### src/hw/cicr_regs.svh
`ifndef CICR_REGS_SVH
`define CICR_REGS_SVH

// ----------------------------------------------------------------------------
// Register offsets on the host control port
// ----------------------------------------------------------------------------
`define CICR_ADDR_W 7
`define CICR_ADDR_IFACE_B 7'h09
`define CICR_ADDR_OFFSET 7'h0A
`define CICR_ADDR_OVF_PLL 7'h0B
`define CICR_ADDR_FILTER 7'h0C

// ----------------------------------------------------------------------------
// Reset values
// ----------------------------------------------------------------------------
`define CICR_RST_IFACE_B 8'h00
`define CICR_RST_OFFSET 8'h00
`define CICR_RST_PLL_R 4'h1
`define CICR_RST_FILTER 8'h00
`define CICR_RST_OVF 4'h0
`define CICR_READ_ZERO 8'h00

// ----------------------------------------------------------------------------
// Field positions
// ----------------------------------------------------------------------------
`define CICR_FMT_HI 7
`define CICR_FMT_LO 6
`define CICR_RATE_BIT 3
`define CICR_DAC_RS_BIT 2
`define CICR_ADC_RS_BIT 1
`define CICR_MUTE_BIT 0
`define CICR_OVF_HI 7
`define CICR_OVF_LO 4
`define CICR_PLL_HI 3
`define CICR_PLL_LO 0

// ----------------------------------------------------------------------------
// PLL R decode and word offset limits
// ----------------------------------------------------------------------------
`define CICR_PLL_CODE_MAX 4'h0
`define CICR_PLL_DIV_MAX 5'h10
`define CICR_LIM_CONT 8'h11
`define CICR_LIM_CONT_DSP 8'h10
`define CICR_LIM_256 8'hF2
`define CICR_LIM_256_DSP 8'hF1

// ----------------------------------------------------------------------------
// Timing
// ----------------------------------------------------------------------------
`define CICR_CLK_NS 40
`define CICR_MUTE_NS 1000
`define CICR_MUTE_CYC ((`CICR_MUTE_NS + `CICR_CLK_NS - 1) / `CICR_CLK_NS)

`endif

### src/hw/cicr_pkg.sv
package cicr_pkg;

  // Serial transfer formats
  typedef enum logic [1:0] {
    CICR_FMT_I2S = 2'h0,
    CICR_FMT_DSP = 2'h1,
    CICR_FMT_RIGHT_ALIGNED = 2'h2,
    CICR_FMT_LEFT_ALIGNED = 2'h3
  } cicr_fmt_e;

  // Realignment sequencer states
  typedef enum logic [2:0] {
    CICR_RS_IDLE = 3'h1,
    CICR_RS_MUTE = 3'h2,
    CICR_RS_ALIGN = 3'h4
  } cicr_rs_state_e;

  // Filter controls, laid out exactly as the filter register
  typedef struct packed {
    logic [1:0] hpf_left;
    logic [1:0] hpf_right;
    logic efx_left;
    logic deemph_left;
    logic efx_right;
    logic deemph_right;
  } cicr_filt_s;

  // One host control port access
  typedef struct packed {
    logic wr;
    logic rd;
    logic [6:0] addr;
    logic [7:0] wdata;
  } cicr_req_s;

endpackage

### src/hw/cicr_resync.sv
`timescale 1ns/100ps
`include "cicr_regs.svh"

// Realigns one converter to the serial interface when its group delay drifts
module cicr_resync #(
  parameter int W = 16,
  parameter int MUTE_CYC = `CICR_MUTE_CYC
) (
  // Clock and reset
  input wire logic clk_sys,
  input wire logic rst,
  // Controls
  input wire logic enable,
  input wire logic mute_sel,
  // Drift measurement
  input wire logic drift_valid,
  input wire logic signed [W-1:0] drift,
  input wire logic [W-1:0] period,
  // Results
  output logic realign,
  output logic soft_mute
);

  // --------------------------------------------------------------------------
  // Drift test
  // --------------------------------------------------------------------------
  // Magnitude of a signed drift; most negative value saturates
  function automatic logic [W-1:0] mag(input logic signed [W-1:0] v);
    logic [W-1:0] r;
    r = v[W-1] ? W'(-v) : W'(v);
    if (v[W-1] && r[W-1]) begin
      r = {1'b0, {(W-1){1'b1}}};
    end
    return r;
  endfunction

  logic exceed; // Drift beyond a quarter sample period either way
  assign exceed = drift_valid && enable && (mag(drift) > (period >> 2));

  // --------------------------------------------------------------------------
  // Sequencer
  // --------------------------------------------------------------------------
  cicr_pkg::cicr_rs_state_e state_reg, state_next;
  logic [15:0] cnt_reg, cnt_next; // Mute ramp time
  logic realign_reg, realign_next;

  // Next state: mute first only when the mute bit asks for it
  always_comb begin
    state_next = state_reg;
    cnt_next = cnt_reg;
    realign_next = 1'b0;
    case (state_reg)
      cicr_pkg::CICR_RS_IDLE: begin
        if (exceed && mute_sel) begin
          state_next = cicr_pkg::CICR_RS_MUTE;
          cnt_next = 16'(MUTE_CYC - 1);
        end else if (exceed) begin
          state_next = cicr_pkg::CICR_RS_ALIGN;
        end
      end
      cicr_pkg::CICR_RS_MUTE: begin
        // Let the soft mute ramp fully before the jump in delay
        if (cnt_reg == 16'h0000) begin
          state_next = cicr_pkg::CICR_RS_ALIGN;
        end else begin
          cnt_next = cnt_reg - 16'h0001;
        end
      end
      cicr_pkg::CICR_RS_ALIGN: begin
        realign_next = 1'b1;
        state_next = cicr_pkg::CICR_RS_IDLE;
      end
      default: begin
        state_next = cicr_pkg::CICR_RS_IDLE;
      end
    endcase
  end

  // Registers
  always_ff @(posedge clk_sys or posedge rst) begin
    if (rst) begin
      state_reg <= cicr_pkg::CICR_RS_IDLE;
      cnt_reg <= 16'h0000;
      realign_reg <= 1'b0;
    end else begin
      state_reg <= state_next;
      cnt_reg <= cnt_next;
      realign_reg <= realign_next;
    end
  end

  assign realign = realign_reg;
  // With the mute bit set, mute also covers the align state, the cycle before the realign pulse; it is low while realign is high
  assign soft_mute = (state_reg == cicr_pkg::CICR_RS_MUTE) ||
                     (state_reg == cicr_pkg::CICR_RS_ALIGN && mute_sel);

  // --------------------------------------------------------------------------
  // Checks
  // --------------------------------------------------------------------------
  property p_unmuted_align;
    @(posedge clk_sys) disable iff (rst)
    (state_reg == cicr_pkg::CICR_RS_IDLE && exceed && !mute_sel) |-> ##2 realign;
  endproperty
  a_unmuted_align:
    assert property (p_unmuted_align) else $error("realign missing after drift");

  property p_muted_before_align;
    @(posedge clk_sys) disable iff (rst)
    $rose(realign) && mute_sel |-> $past(soft_mute);
  endproperty
  a_muted_before_align:
    assert property (p_muted_before_align) else $error("realign without prior mute");

  property p_no_spurious;
    @(posedge clk_sys) disable iff (rst)
    (state_reg == cicr_pkg::CICR_RS_IDLE && !exceed) |=> !realign && !soft_mute;
  endproperty
  a_no_spurious:
    assert property (p_no_spurious) else $error("realign without drift");

endmodule

### src/hw/cicr_top.sv
`timescale 1ns/100ps
`include "cicr_regs.svh"

// ----------------------------------------------------------------------------
// ----------------------------------------------------------------------------
module cicr_top #(
  parameter int DW = 16
) (
  // Clock and reset
  input wire logic clk_sys,
  input wire logic rst,
  // Host control port
  input wire cicr_pkg::cicr_req_s host_req,
  output logic [7:0] host_rdata,
  // Serial interface timing, sampled on clk_sys
  input wire logic wclk,
  input wire logic bclk,
  output logic data_start,
  output cicr_pkg::cicr_fmt_e serial_fmt,
  output logic bclk_256_mode,
  output logic [7:0] offset_active,
  output logic offset_out_of_range,
  // Overflow events: left ADC, right ADC, left DAC, right DAC
  input wire logic [3:0] ovf_event,
  // PLL and filters
  output logic [4:0] pll_r_div,
  output cicr_pkg::cicr_filt_s filt,
  // Converter drift measurement
  input wire logic adc_drift_valid,
  input wire logic signed [DW-1:0] adc_drift,
  input wire logic [DW-1:0] record_sample_rate,
  input wire logic dac_drift_valid,
  input wire logic signed [DW-1:0] dac_drift,
  input wire logic [DW-1:0] playback_sample_rate,
  // Realignment results
  output logic adc_realign,
  output logic adc_soft_mute,
  output logic dac_realign,
  output logic dac_soft_mute
);

  // --------------------------------------------------------------------------
  // Register file
  // --------------------------------------------------------------------------
  logic [7:0] iface_b_reg, iface_b_next;   // serial_iface_ctrl_b
  logic [7:0] offset_reg, offset_next;     // serial_word_offset
  logic [3:0] ovf_reg, ovf_next;           // Sticky flags
  logic [3:0] pll_r_reg, pll_r_next;       // PLL R code
  logic [7:0] filter_reg, filter_next;     // digital_filter_ctrl
  logic [7:0] rdata_reg, rdata_next;       // Read data latch

  // Write strobe for one offset
  function automatic logic wr_hit(input cicr_pkg::cicr_req_s r, input logic [6:0] a);
    return r.wr && (r.addr == a);
  endfunction

  logic ovf_read; // Read of the overflow register
  assign ovf_read = host_req.rd && (host_req.addr == `CICR_ADDR_OVF_PLL);

  // Next register values
  always_comb begin
    iface_b_next = iface_b_reg;
    offset_next = offset_reg;
    pll_r_next = pll_r_reg;
    filter_next = filter_reg;
    if (wr_hit(host_req, `CICR_ADDR_IFACE_B)) begin
      iface_b_next = host_req.wdata;
    end
    if (wr_hit(host_req, `CICR_ADDR_OFFSET)) begin
      offset_next = host_req.wdata;
    end
    if (wr_hit(host_req, `CICR_ADDR_OVF_PLL)) begin
      // Flag bits are read-only; only the divider code is stored
      pll_r_next = host_req.wdata[`CICR_PLL_HI:`CICR_PLL_LO];
    end
    if (wr_hit(host_req, `CICR_ADDR_FILTER)) begin
      filter_next = host_req.wdata;
    end
    // A new overflow in the clearing cycle survives the read
    ovf_next = (ovf_read ? `CICR_RST_OVF : ovf_reg) | ovf_event;
  end

  // Read mux; the flags are captured before the clear lands
  always_comb begin
    rdata_next = rdata_reg;
    if (host_req.rd) begin
      case (host_req.addr)
        `CICR_ADDR_IFACE_B: begin
          rdata_next = iface_b_reg;
        end
        `CICR_ADDR_OFFSET: begin
          rdata_next = offset_reg;
        end
        `CICR_ADDR_OVF_PLL: begin
          rdata_next = {ovf_reg, pll_r_reg};
        end
        `CICR_ADDR_FILTER: begin
          rdata_next = filter_reg;
        end
        default: begin
          rdata_next = `CICR_READ_ZERO; // Unmapped reads as zero
        end
      endcase
    end
  end

  // Register update
  always_ff @(posedge clk_sys or posedge rst) begin
    if (rst) begin
      iface_b_reg <= `CICR_RST_IFACE_B;
      offset_reg <= `CICR_RST_OFFSET;
      ovf_reg <= `CICR_RST_OVF;
      pll_r_reg <= `CICR_RST_PLL_R;
      filter_reg <= `CICR_RST_FILTER;
      rdata_reg <= `CICR_READ_ZERO;
    end else begin
      iface_b_reg <= iface_b_next;
      offset_reg <= offset_next;
      ovf_reg <= ovf_next;
      pll_r_reg <= pll_r_next;
      filter_reg <= filter_next;
      rdata_reg <= rdata_next;
    end
  end

  // --------------------------------------------------------------------------
  // Control decode
  // --------------------------------------------------------------------------
  logic fmt_dsp; // DSP format selected

  assign host_rdata = rdata_reg;
  assign serial_fmt = cicr_pkg::cicr_fmt_e'(iface_b_reg[`CICR_FMT_HI:`CICR_FMT_LO]);
  assign fmt_dsp = (serial_fmt == cicr_pkg::CICR_FMT_DSP);
  assign bclk_256_mode = iface_b_reg[`CICR_RATE_BIT];
  assign filt = cicr_pkg::cicr_filt_s'(filter_reg);
  // Code zero is the largest divider, not a divide by zero
  assign pll_r_div = (pll_r_reg == `CICR_PLL_CODE_MAX) ? `CICR_PLL_DIV_MAX : {1'b0, pll_r_reg};

  // Offset limit for the current mode, flagged but not enforced
  always_comb begin
    logic [7:0] lim;
    lim = `CICR_LIM_CONT;
    if (bclk_256_mode) begin
      lim = fmt_dsp ? `CICR_LIM_256_DSP : `CICR_LIM_256;
    end else begin
      lim = fmt_dsp ? `CICR_LIM_CONT_DSP : `CICR_LIM_CONT;
    end
    offset_out_of_range = (offset_reg > lim);
  end

  // --------------------------------------------------------------------------
  // Frame and bit clock tracking
  // --------------------------------------------------------------------------
  logic wclk_d_reg, wclk_d_next;     // Word clock last cycle
  logic bclk_d_reg, bclk_d_next;     // Bit clock last cycle
  logic [7:0] act_reg, act_next;     // Offset in force this frame
  logic [7:0] bit_cnt_reg, bit_cnt_next;
  logic run_reg, run_next;           // Counting toward data start
  logic start_reg, start_next;
  logic frame_start;
  logic bclk_rise;

  // DSP frames begin on the word clock rise, the others on its fall
  assign frame_start = fmt_dsp ? (wclk && !wclk_d_reg) : (!wclk && wclk_d_reg);
  assign bclk_rise = bclk && !bclk_d_reg;

  // Next tracking state; a frame start outranks a bit clock edge
  always_comb begin
    wclk_d_next = wclk;
    bclk_d_next = bclk;
    act_next = act_reg;
    bit_cnt_next = bit_cnt_reg;
    run_next = run_reg;
    start_next = 1'b0;
    if (frame_start) begin
      // Taking the offset only here keeps every frame consistent
      act_next = offset_reg;
      bit_cnt_next = 8'h00;
      run_next = 1'b1;
    end else if (run_reg && bclk_rise) begin
      if (bit_cnt_reg == act_reg) begin
        start_next = 1'b1;
        run_next = 1'b0;
      end else begin
        bit_cnt_next = bit_cnt_reg + 8'h01;
      end
    end
  end

  // Tracking registers
  always_ff @(posedge clk_sys or posedge rst) begin
    if (rst) begin
      wclk_d_reg <= 1'b0;
      bclk_d_reg <= 1'b0;
      act_reg <= `CICR_RST_OFFSET;
      bit_cnt_reg <= 8'h00;
      run_reg <= 1'b0;
      start_reg <= 1'b0;
    end else begin
      wclk_d_reg <= wclk_d_next;
      bclk_d_reg <= bclk_d_next;
      act_reg <= act_next;
      bit_cnt_reg <= bit_cnt_next;
      run_reg <= run_next;
      start_reg <= start_next;
    end
  end

  assign offset_active = act_reg;
  assign data_start = start_reg;

  // --------------------------------------------------------------------------
  // Converter realignment
  // --------------------------------------------------------------------------
  cicr_resync #(
    .W(DW)
  ) u_adc_resync (
    .clk_sys(clk_sys),
    .rst(rst),
    .enable(iface_b_reg[`CICR_ADC_RS_BIT]),
    .mute_sel(iface_b_reg[`CICR_MUTE_BIT]),
    .drift_valid(adc_drift_valid),
    .drift(adc_drift),
    .period(record_sample_rate),
    .realign(adc_realign),
    .soft_mute(adc_soft_mute)
  );

  cicr_resync #(
    .W(DW)
  ) u_dac_resync (
    .clk_sys(clk_sys),
    .rst(rst),
    .enable(iface_b_reg[`CICR_DAC_RS_BIT]),
    .mute_sel(iface_b_reg[`CICR_MUTE_BIT]),
    .drift_valid(dac_drift_valid),
    .drift(dac_drift),
    .period(playback_sample_rate),
    .realign(dac_realign),
    .soft_mute(dac_soft_mute)
  );

  // --------------------------------------------------------------------------
  // Checks
  // --------------------------------------------------------------------------
  property p_flag_sticky;
    @(posedge clk_sys) disable iff (rst)
    ovf_event[0] ##1 (!ovf_read)[*2] |-> ovf_reg[0];
  endproperty
  a_flag_sticky:
    assert property (p_flag_sticky) else $error("overflow flag lost");

  property p_read_clears;
    @(posedge clk_sys) disable iff (rst)
    (ovf_read && ovf_event == 4'h0) |=> (ovf_reg == 4'h0) && (host_rdata[7:4] == $past(ovf_reg));
  endproperty
  a_read_clears:
    assert property (p_read_clears) else $error("flags not cleared by read");

  property p_pll_decode;
    @(posedge clk_sys) disable iff (rst)
    (pll_r_reg == 4'h0) |-> (pll_r_div == 5'h10);
  endproperty
  a_pll_decode:
    assert property (p_pll_decode) else $error("pll code zero not sixteen");

  property p_offset_frame;
    @(posedge clk_sys) disable iff (rst)
    !$past(frame_start) |-> $stable(offset_active);
  endproperty
  a_offset_frame:
    assert property (p_offset_frame) else $error("offset changed mid frame");

  property p_offset_zero;
    @(posedge clk_sys) disable iff (rst)
    (run_reg && bclk_rise && !frame_start && bit_cnt_reg == act_reg) |=> data_start;
  endproperty
  a_offset_zero:
    assert property (p_offset_zero) else $error("data start missing");

  property p_dsp_edge;
    @(posedge clk_sys) disable iff (rst)
    (fmt_dsp && !wclk_d_reg && wclk) |=> (bit_cnt_reg == 8'h00) && run_reg;
  endproperty
  a_dsp_edge:
    assert property (p_dsp_edge) else $error("dsp frame not on word clock rise");

  property p_filter_map;
    @(posedge clk_sys) disable iff (rst)
    wr_hit(host_req, `CICR_ADDR_FILTER) |=> filt.efx_left == $past(host_req.wdata[3]) &&
      filt.deemph_right == $past(host_req.wdata[0]) && filt.hpf_left == $past(host_req.wdata[7:6]);
  endproperty
  a_filter_map:
    assert property (p_filter_map) else $error("filter bits misplaced");

  property p_limit_256;
    @(posedge clk_sys) disable iff (rst)
    (bclk_256_mode && !fmt_dsp && offset_reg == 8'hF3) |-> offset_out_of_range;
  endproperty
  a_limit_256:
    assert property (p_limit_256) else $error("offset limit not flagged");

endmodule

### config.mk
export PLATFORM = sky130hd
export DESIGN_NAME = cicr_top
export DESIGN_NICKNAME = d
export VERILOG_FILES = /design/src/hw/cicr_pkg.sv /design/src/hw/cicr_resync.sv /design/src/hw/cicr_top.sv
export VERILOG_INCLUDE_DIRS = /design/src /design/src/hw
export SDC_FILE = /design/constraint.sdc
export NUM_CORES = 1
export LEC_CHECK = 0
export BUFFER_PORTS_ARGS = -buffer_cell sky130_fd_sc_hd__buf_2
export CAP_MARGIN = 20
export CORE_MARGIN = 2
export CORE_UTILIZATION = 34
export DETAILED_ROUTE_END_ITERATION = 10
export PLACE_DENSITY_LB_ADDON = 0.08
export SYNTH_ARGS = -nofsm -noshare
export SYNTH_HDL_FRONTEND = slang
export SYNTH_SLANG_ARGS = --single-unit
### constraint.sdc
create_clock -name clk_sys -period 3.25 [get_ports clk_sys]
set_input_delay 0.1625 -clock clk_sys [delete_from_list [all_inputs] [get_ports clk_sys]]
set_output_delay 0.1625 -clock clk_sys [all_outputs]
set_load 0.01 [all_outputs]
## Yosys cells after proc, flatten, opt, wreduce, memory -nomap -nowiden

Index checks and enable logic that the tools add are counted.

| word-level totals | value |
|---|---|
| flip-flop bits (word level) | 100 |
| logic and storage cells | 121 |
| bits of input ports | 91 |
| output and inout port bits | 38 |

| operators by class | value |
|---|---|
| bitwise gates (word level) | 1 |
| $lt $le $gt $ge | 3 |
| muxes and demuxes | 36 |
| add/sub/neg operators | 5 |
| equal/unequal tests | 21 |
| reductions and logical operators | 37 |

Operators with widths:

| cell | number |
|---|---|
| 16-bit two-way mux | 8 |
| 16-bit case mux with 2 select lines | 2 |
| 16-bit by 14-bit greater-than comparator with 1-bit output | 2 |
| 16-bit zero test | 2 |
| 8-bit two-way mux | 4 |
| 16-bit negation | 2 |
| 8-bit case mux with 4 select lines | 1 |
| 16-bit by 1-bit subtractor with 16-bit output (second input constant) | 2 |
| 7-bit by 4-bit == test with 1-bit output (second input constant) | 4 |
| 1-bit logical AND | 19 |
| 3-bit two-way mux | 6 |
| 3-bit case mux with 2 select lines | 2 |
| 1-bit two-way mux | 10 |
| 8-bit by 1-bit adder with 8-bit output (second input constant) | 1 |
| 8-bit == test | 1 |
| 8-bit greater-than comparator | 1 |
| 2-bit by 1-bit != test with 1-bit output (second input constant) | 4 |
| 2-bit AND reduction | 4 |
| 2-bit nonzero test | 4 |
| 3-bit by 1-bit == test with 1-bit output (second input constant) | 2 |
| 3-bit by 2-bit == test with 1-bit output (second input constant) | 2 |
| 3-bit == test (second input constant) | 2 |
| 2-bit != test (second input constant) | 3 |
| 3-bit by 1-bit != test with 1-bit output (second input constant) | 2 |
| 9 further kinds | 13 |

## Longest topological paths before layout

Gate-level depths: netlist (run 1).

| depth | value |
|---|---|
| word-level depth | 9 |
| gate-level depth with buffers | 15 |
| depth with buffers taken out | 14 |

## Cells and area by module

Synthesis (run 1) repeated with hierarchy kept, for this count alone.

| second synthesis, totals | value |
|---|---|
| cell total of the unflattened synthesis | 694 |
| area, all modules | 6,655.1 um^2 |

By module, submodules not included:

| module | cells an instance | area an instance (um^2) | times used | seq. area each (um^2) |
|---|---|---|---|---|
| cicr_top | 254 | 3,029.2 | 1 | 1,502.7 |
| cicr_resync (u_adc_resync) | 222 | 1,814.2 | 1 | 501.7 |
| cicr_resync (u_dac_resync) | 218 | 1,811.7 | 1 | 501.7 |

## Worst setup path before layout (run 1)

OpenSTA, ideal clock, no wires.

| path | value |
|---|---|
| path kind | input to register |
| from | input port dac_drift[9] |
| to | register u_dac_resync.cnt_reg[1] |
| arrival | 3.210 ns |
| path buffers | 1 |
| required time | 3.125 ns |
| stages on the path | 13 |
| setup time | 0.125 ns |
| path slack | -0.086 ns |
| cell sequence | or4_4 or4_4 nor2_1 nand3_1 clkbuf_1 nand2_1 ha_1 a211oi_1 o21a_1 o211ai_1 o2111ai_1 nand3_4 mux2_4 |

| between the ends | value |
|---|---|
| longest elaborated chain between the ends | 9 |

Ends and longest elaborated chain:

| item | line | text |
|---|---|---|
| start: declaration | cicr_top.sv:33 | `input wire logic signed [DW-1:0] dac_drift,` |
| 16-bit negation | cicr_resync.sv:30 | `r = v[W-1] ? W'(-v) : W'(v);` |
| 16-bit two-way mux * | cicr_resync.sv:30 |  |
| 1-bit logical AND | cicr_resync.sv:31 | `if (v[W-1] && r[W-1]) begin` |
| 16-bit two-way mux * | cicr_resync.sv:31 |  |
| 16-bit by 14-bit greater-than comparator with 1-bit output * | cicr_resync.sv:38 | `assign exceed = drift_valid && enable && (mag(drift) > (period >> 2));` |
| 1-bit logical AND * | cicr_resync.sv:38 |  |
| 1-bit logical AND * | cicr_resync.sv:54 | `if (exceed && mute_sel) begin` |
| 2-bit by 1-bit != test with 1-bit output (no source line) * | n/a |  |
| 3-bit AND reduction (no source line) * | n/a |  |
| end signal: assignment | cicr_resync.sv:87 | `cnt_reg <= cnt_next;` |
| end: declaration | cicr_resync.sv:44 | `logic [15:0] cnt_reg, cnt_next;` |

Every way passes the cells marked *; elsewhere a longest branch is shown, timed or not.
A chain may end at the register's enable or synchronous reset.

## Final worst setup path (run 1)

| path | value |
|---|---|
| from | input port dac_drift[3] |
| to | register u_dac_resync.cnt_reg[1] |

The elaborated chain is that of the path after synthesis.

==> results.md, run 1 <==
- The category of the critical setup timing path is input pin to flop.
- The static leakage is 3.81 nW.
- The longest clock path from root to sink contains 2 buffers.
- The worst pin sits at a relative slew slack of 34.1%.
- The number of filler instances in the final layout is 1773.
- The final worst setup slack is 162 ps.
- The area of the core is 18100 sq um.
- The power density over the cells is 401 nW/um^2.
- The maximum number of pins on one net before global-route repair is 67.
- The via density per instance is 5.16.
- The final hold violation count is 21.
- In this run the worst path has a maximum fanout of 5.
- By area the synthesized netlist is led by sky130_fd_sc_hd__dfrtp_1, sky130_fd_sc_hd__ha_1, sky130_fd_sc_hd__mux2_2, sky130_fd_sc_hd__nand2_1, sky130_fd_sc_hd__xor2_1.
- The startpoint identified for the worst register-to-register timing path is u_dac_resync.cnt_reg[0].
- The remaining global-route overflow is 0.
- For this run, the number of Yosys warnings is 0.
- The detailed-route wire length is 16200 um.
- For this run, the detailed router's first-pass iteration total came to 8.
- The die span in y is 140 um.
- At the later pin of the worst-skew pair, clock insertion delay measures 340 ps.
- The type of the worst min-delay path is input pin to async pin.
- The synthesized area per cell is 9.45 sq um.
- Across the routed clock network, the largest skew measured is 6.03 ps.
- The library cell used most frequently in the layout, excluding fill and tap cells, is sky130_fd_sc_hd__buf_2.
- The post-cts repair resize count is 0.
- The category of the worst setup path capture point is a flop.
- In this run the number of H-tree levels came out at 3.
- The biggest area contributor in the post-synthesis netlist is sky130_fd_sc_hd__dfrtp_1.
- The net count after synthesis is 800.
- The layout-stage area growth over the synthesis result is 23.6%.
- In the layout the commonest cells are sky130_fd_sc_hd__buf_2, sky130_fd_sc_hd__dfrtp_1, sky130_fd_sc_hd__nand2_1.
- The root buffer cell chosen for the clock tree is sky130_fd_sc_hd__clkbuf_16.
- The checks that failed: hold timing.
- Synthesis instantiated 73 different standard cells from the library.
- The smallest clock period supported by the final layout is computed as 3090 ps.
- The detailed-route via count is 5500.
- In this run the count of I/O pins placed on the die edge is 129.
- The die is 140 um wide.
- The critical path starts at dac_drift[3].
- OpenSTA, run right after detailed placement, puts the worst setup slack at -185 ps.
- The dominant synthesized flop cell is sky130_fd_sc_hd__dfrtp_1.
- The worst path uses 95.0% of the clock period.
- The sequential cells in the finished layout cover a total of 2510 sq um.
- The worst setup path is launched from an input pin.
- Measured on the finished design, the core utilization comes to 43.1%.
- The critical path data arrival time is 3320 ps.
- Based on the critical path, the design can be clocked at up to 324 MHz.
- The async set or reset register ratio after synthesis is 100%.
- Setup violations remaining at the end of the flow were counted as 0.
- After clock tree synthesis, the clock-pin slew on the worst setup and hold paths is 70 ps.
- The routed length per instance is 15.2 um.
- The maximum resistive drop on vdd is 0.292 mV.
- The count of state elements after synthesis is 100.
- Global routing used 16.7% of the available tracks across all layers.
- The number of enable-type register cells in the synthesized netlist is 0.
- The die footprint is 19700 sq um.
- The count of clock tree sinks is 100.
- The detailed-placement wirelength estimate is 12700 um.
- The data required time at the worst endpoint is 3480 ps.
- The area share of the largest cell type after synthesis is 38.3%.
- The number of DRC violations after detailed routing is 0.
- The CTS tree is done.
- The first-pass GRT wire length is 26900 um.
- The run finished, with violations left.
- The final weighted congestion of routability-driven global placement is 0.845.
- The clock buffer count from CTS is 9.
- The total power consumption of the routed design is 3.14 mW.
- The count of input and output buffers is 124.
- The initial cell density of the core is 34.9%.
- The tightest hold path in the finished design has a slack of -20.3 ps.
- In the synthesized netlist, the number of instances is 670.
- The fraction of final layout cells with drive strength greater than 1 is 29.1%.
- The repair_antennas step left the layout with diodes totalling 0.
- The initial antenna violation count is 0.
- The final-stage net count is 962.
- The max-cap check violation count is 0.
- The final max-slew violation count came to 0.
- For this run, the register share of the synthesized area comes to 39.6%.
- Setup repair after global routing left no endpoint under its margin.
- In the final layout, the multi-input gates occupy 3570 sq um.
- The post-synthesis instance area is 6330 sq um.
- Row generation in the floorplan step produced 49 rows.
- The number of routed nets with antenna violations is 0.
- At the pin with the least slew margin, the transition time is 981 ps.
- The via count of the first global-routing pass was 5503.
- The DRC violation total after the first TritonRoute iteration is 308.
stage by stage:
stage	setup TNS, ps	area, sq um	std cells
final	0	7830	1065
after global routing	0	7830	1065
after CTS	0	7830	1065
after detailed placement	-1460	7470	1044
after global placement	-311	7470	1044
after floorplan	0	6340	670
synth_stat cells (3+ instances only):
cell type,instances
sky130_fd_sc_hd__nand3_1,9
sky130_fd_sc_hd__ha_1,39
sky130_fd_sc_hd__inv_1,47
sky130_fd_sc_hd__o41ai_1,5
sky130_fd_sc_hd__nor2_1,48
sky130_fd_sc_hd__o21a_1,3
sky130_fd_sc_hd__dfstp_2,3
sky130_fd_sc_hd__nor2b_1,8
sky130_fd_sc_hd__nor3b_1,6
sky130_fd_sc_hd__mux2_2,36
sky130_fd_sc_hd__xnor2_1,11
sky130_fd_sc_hd__xor2_1,36
sky130_fd_sc_hd__a31oi_1,7
sky130_fd_sc_hd__clkbuf_1,14
sky130_fd_sc_hd__o21ai_0,27
sky130_fd_sc_hd__a21oi_1,22
sky130_fd_sc_hd__buf_4,3
sky130_fd_sc_hd__a22o_1,8
sky130_fd_sc_hd__o211ai_1,8
sky130_fd_sc_hd__a211o_1,3
sky130_fd_sc_hd__nor4_1,9
sky130_fd_sc_hd__or3b_2,3
sky130_fd_sc_hd__a211oi_1,3
sky130_fd_sc_hd__nand4_1,12
sky130_fd_sc_hd__nand2b_1,11
sky130_fd_sc_hd__mux2i_1,4
sky130_fd_sc_hd__a21o_1,6
sky130_fd_sc_hd__or3_1,7
sky130_fd_sc_hd__a31o_2,5
sky130_fd_sc_hd__a222oi_1,8
sky130_fd_sc_hd__o31ai_1,7
sky130_fd_sc_hd__dfrtp_1,97
sky130_fd_sc_hd__nor3_1,11
sky130_fd_sc_hd__and2_1,4
sky130_fd_sc_hd__or4_1,5
sky130_fd_sc_hd__nand2_1,92
report_power, final:
group	internal [mW]	switching, mW
Combinational	0.289	0.317
Clock	0.617	0.475
Sequential	1.34	0.0999
critical path: stages:
cell,delay [ps]
sky130_fd_sc_hd__buf_2,100
sky130_fd_sc_hd__or3_1,400
sky130_fd_sc_hd__or3_1,430
sky130_fd_sc_hd__o41ai_1,410
sky130_fd_sc_hd__xor2_1,200
sky130_fd_sc_hd__nand2_1,90
sky130_fd_sc_hd__ha_1,300
sky130_fd_sc_hd__a211oi_1,210
sky130_fd_sc_hd__o21a_1,180
sky130_fd_sc_hd__o211ai_1,130
sky130_fd_sc_hd__o2111ai_2,280
sky130_fd_sc_hd__nand3_4,130
sky130_fd_sc_hd__mux2_4,310
logic make-up after synthesis:
logic type / count (synthesis) / share of synthesized area, %
AND/OR/NAND/NOR: 246 / 20.1
AO/OA/AOI/OAI: 130 / 14.7
flip-flops: 100 / 39.6
buffers and inverters: 67 / 4.17
XOR/XNOR: 47 / 6.50
multiplexers: 41 / 7.27
adder cells (fa/ha/maj): 39 / 7.71
layout make-up:
cell class / count / share of cell area (%)
Clock buffer: 10 / 3.05
Sequential cell: 100 / 32.0
Timing Repair Buffer: 170 / 12.5
Clock inverter: 5 / 0.783
Tap cell: 229 / 3.66
Inverter: 48 / 2.33
Multi-Input combinational cell: 503 / 45.6
layer usage:
layer	global-route usage [%]	vias up	wire length, um
met5	0	-	0
met1	23.0	2673	7680
met3	2.94	10	605
met2	27.7	84	7780
met4	3.32	0	114
li1	-	2733	-
what timing repair did:
item,in CTS,in global routing
endpoints found under the hold margin,6,0
buffers inserted,0,0
endpoints found under the setup margin,0,0
hold buffers,6,0
worst paths after layout:
path                                                end  slack [ps]  depth (start not counted)
worst max-delay path            u_dac_resync.cnt_reg[1]         160                         13
worst min-delay path                         bclk_d_reg         -20                          2
worst max register to register  u_dac_resync.cnt_reg[1]         910                          8
worst min register to register               ovf_reg[3]         480                          1
max in group asynchronous                  pll_r_reg[0]        2430                          3
min in group clk_sys                            filt[5]          80                          2
Note: power is estimated with default switching activity, not from simulation.
==> run 2: changes to the inputs <==
GPL_TIMING_DRIVEN = 0   (was default)
==> run 2 against run 1 <==
- the run now ends clean
- register-to-register slack got worse by 290 ps
- worst setup slack got worse by 89 ps
- die area did not move
- routed wire length fell by 1.4%
- sequential share of layout area rose by 0.39 points
- highest routed layer unchanged
==> results.md, run 2 (synthesis results as in run 1) <==
- The deepest clock path buffer count is 2 (unchanged).
- The sequential share of power is 45.9% (about the same).
- The final clock period utilization by the worst path is 97.8% (+2.7 points).
- The proportion of total power due to net switching was 29.0% (+0.58 points).
- The via density per instance is 5.18 (+0.25%).
- The power density over the cells is 405 nW/um^2 (+1.0%).
- The power spent charging and discharging nets is 0.909 mW (+1.9%).
- The worst setup path is launched from an input pin.
- The clock transition at the register clock pins on the worst setup and hold paths after CTS came to 70 ps (about the same).
- The number of routed nets with antenna violations is 0 (unchanged).
- The count of clock tree sinks is 100 (unchanged).
- The final setup violation count was 0 (unchanged).
- The detailed-route via count is 5436 (-1.2%).
- The category of the worst setup path capture point is a flop.
- The slowest stage of the critical path belongs to the cell sky130_fd_sc_hd__or4_4.
- The final max-slew violation count came to 0 (unchanged).
- The cell internal power dissipation is 2.22 mW (-0.98%).
- The number of filler instances in the final layout is 1802 (+1.6%).
- The run finished with clean final reports.
- The cell chosen for the clock root is sky130_fd_sc_hd__clkbuf_16.
- The count of input and output buffers was 122 (-1.6%).
- The static leakage is 3.70 nW (-3.0%).
- The top-level I/O count is 129 (unchanged).
- The maximum net fanout on the critical path is 5 (unchanged).
- The initial antenna violation count is 0 (unchanged).
- The top achievable clock speed is 315 MHz (-2.8%).
- The minimum clock period was 3180 ps (+89.4 ps).
- The type of the worst min-delay path is input pin to flop.
- The routed length per instance is 15.2 um (about the same).
- The data required time at the worst endpoint came to 3490 ps (about the same).
- The final weighted congestion of routability-driven global placement was 0.808 (-4.4%).
- In this design, the critical path's most frequently occurring cell is sky130_fd_sc_hd__or4_4.
- The number of placement rows is 49 (unchanged).
- The antenna diode count was 0 (unchanged).
- The layout-stage area growth over the synthesis result is 22.1%.
- The via count of the first global-routing pass is 5369 (-2.4%).
- The clock buffer count from CTS came to 9 (unchanged).
- The remaining global-route overflow is 0 (unchanged).
- The total global routing track utilization was 16.3% (-0.33 points).
- The actual transition at the worst max-transition pin came to 975 ps (-5.22 ps).
- The critical path in this run is classified as input pin to flop.
- The final core utilization came to 42.6% (-0.52 points).
- The share of total power in the clock network is 34.9% (about the same).
- The critical path goes through buf_8, or4_4, or4_4, nor2_4, nand2_2, a21oi_2, a31oi_2, ha_1, a211oi_2, o21a_1, o211ai_1, o2111ai_2, nand3_4, mux2_4.
- The detailed-route wire length is 16000 um (-1.4%).
- The critical path data arrival time is 3410 ps (+90 ps).
- The fraction of final layout cells with drive strength greater than 1 is 26.7% (-2.4 points).
- The detailed-placement wirelength estimate is 12300 um (-3.4%).
- The final hold violation count is 0 (-100%).
- The first-pass GRT wire length came to 26200 um (-2.4%).
- The CTS tree is done.
- The accumulated negative setup slack is 0 ps (unchanged).
- The die span in y was 140 um (unchanged).
- The final worst setup slack came to 72.8 ps (-89.4 ps).
- The maximum level of the CTS H-tree is 3 (unchanged).
- The maximum resistive drop on vdd came to 0.243 mV (-17%).
- The area of the core came to 18100 sq um (unchanged).
- The worst-case clock skew is 7.09 ps (+1.06 ps).
- The DRC violation total after the first TritonRoute iteration is 303 (-1.6%).
- The number of cells in the finished layout apart from fillers came to 1050 (-1.4%).
- The first-pass detailed-route iteration total is 5 (-3).
- The total power consumption of the routed design came to 3.13 mW (-0.17%).
- The number of DRC violations after detailed routing was 0 (unchanged).
- Leaving out fill and tap cells, the most frequent cells in the layout are sky130_fd_sc_hd__buf_2, sky130_fd_sc_hd__dfrtp_1, sky130_fd_sc_hd__nand2_1.
- The maximum number of pins on one net before global-route repair came to 69 (+3.0%).
- The worst setup timing slack at the placement stage was -410 ps (-224 ps).
- The initial cell density of the core is 34.9% (unchanged).
- The instance count after placement with tap cells included is 1022 (-2.1%).
- The max-slew headroom at the worst pin is 34.8% (+0.69 points).
- The clock latency reported for the late side of the worst-skew pair was 350 ps (about the same).
- Setup repair after global routing could not meet its margin everywhere.
- The die extent in x came to 140 um (unchanged).
- The max-cap check violation count came to 0 (unchanged).
- The fraction of power consumed by combinational cells is 19.2% (about the same).
- The critical path's largest stage delay is 550 ps (+120 ps).
- The library cell used most frequently in the layout, excluding fill and tap cells, is sky130_fd_sc_hd__buf_2.
- The final-stage net count came to 946 (-1.7%).
- The die footprint is 19700 sq um (unchanged).
## run 2: per-stage QoR
step	hold slack, ps	area, sq um
6_report	67.3	7730
4_1_cts	48.7	7650
5_1_grt	59.8	7730
3_5_place_dp	215	7270
2_1_floorplan	194	6340
3_3_place_gp	288	7240
## run 2: power groups by stage
| stage | sequential [mW] | combinational [mW] | clock, mW |
|---|---|---|---|
| floorplan | 1.44 | 0.380 | 0 |
| global placement | 1.46 | 0.567 | 0 |
| detailed placement | 1.46 | 0.591 | 0 |
| CTS | 1.44 | 0.601 | 1.13 |
| global route | 1.45 | 0.684 | 1.19 |
| finish | 1.44 | 0.601 | 1.09 |
## run 2: worst paths after layout
| kind | startpoint | endpoint | slack (ps) | depth (start not counted) |
|---|---|---|---|---|
| min in group asynchronous | rst | offset_active[0] | 370 | 3 |
| setup / recovery | dac_drift[8] | u_dac_resync.cnt_reg[1] | 70 | 14 |
| setup reg to reg | u_adc_resync.cnt_reg[1] | u_adc_resync.cnt_reg[1] | 620 | 8 |
| hold reg to reg | ovf_reg[0] | ovf_reg[0] | 480 | 1 |
| max in group asynchronous | rst | pll_r_reg[0] | 2170 | 4 |
| hold / removal | host_req[7] | filt[7] | 70 | 2 |
## run 2: routing by layer
layer	GRT usage, %	vias to the layer above	routed length (um)
li1	-	2700	-
met1	22.5	2640	7690
met2	26.8	83	7660
met3	3.04	13	441
met4	3.79	0	164
met5	0	-	0
## run 2: worst max-delay path, delay by kind of cell
| kind | cells | cell delay [ps] |
|---|---|---|
| buffers and inverters | 1 | 90 |
| AND/OR/NAND/NOR | 5 | 1450 |
| adder cells (fa/ha/maj) | 1 | 370 |
| multiplexers | 1 | 310 |
| AO/OA/AOI/OAI | 6 | 1020 |
## run 2: what timing repair did
item | 4_1_cts | 5_1_grt
resized for setup | 2 | 17
hold endpoints to repair | 38 | 0
hold buffers | 7 | 0
endpoints found under the setup margin | 11 | 27
buffers inserted | 0 | 5
pin swaps | 0 | 10
## run 2: layout make-up
cell class / instances / area, sq um / area share (%)
multi-input cells: 503 / 3600 / 46.5
flip-flops and latches: 100 / 2510 / 32.4
repair buffers: 135 / 762 / 9.85
well taps: 229 / 287 / 3.70
clock buffers: 9 / 225 / 2.91
inverters: 48 / 183 / 2.36
plain buffers: 19 / 93.8 / 1.21
clock inverters: 7 / 77.6 / 1.00
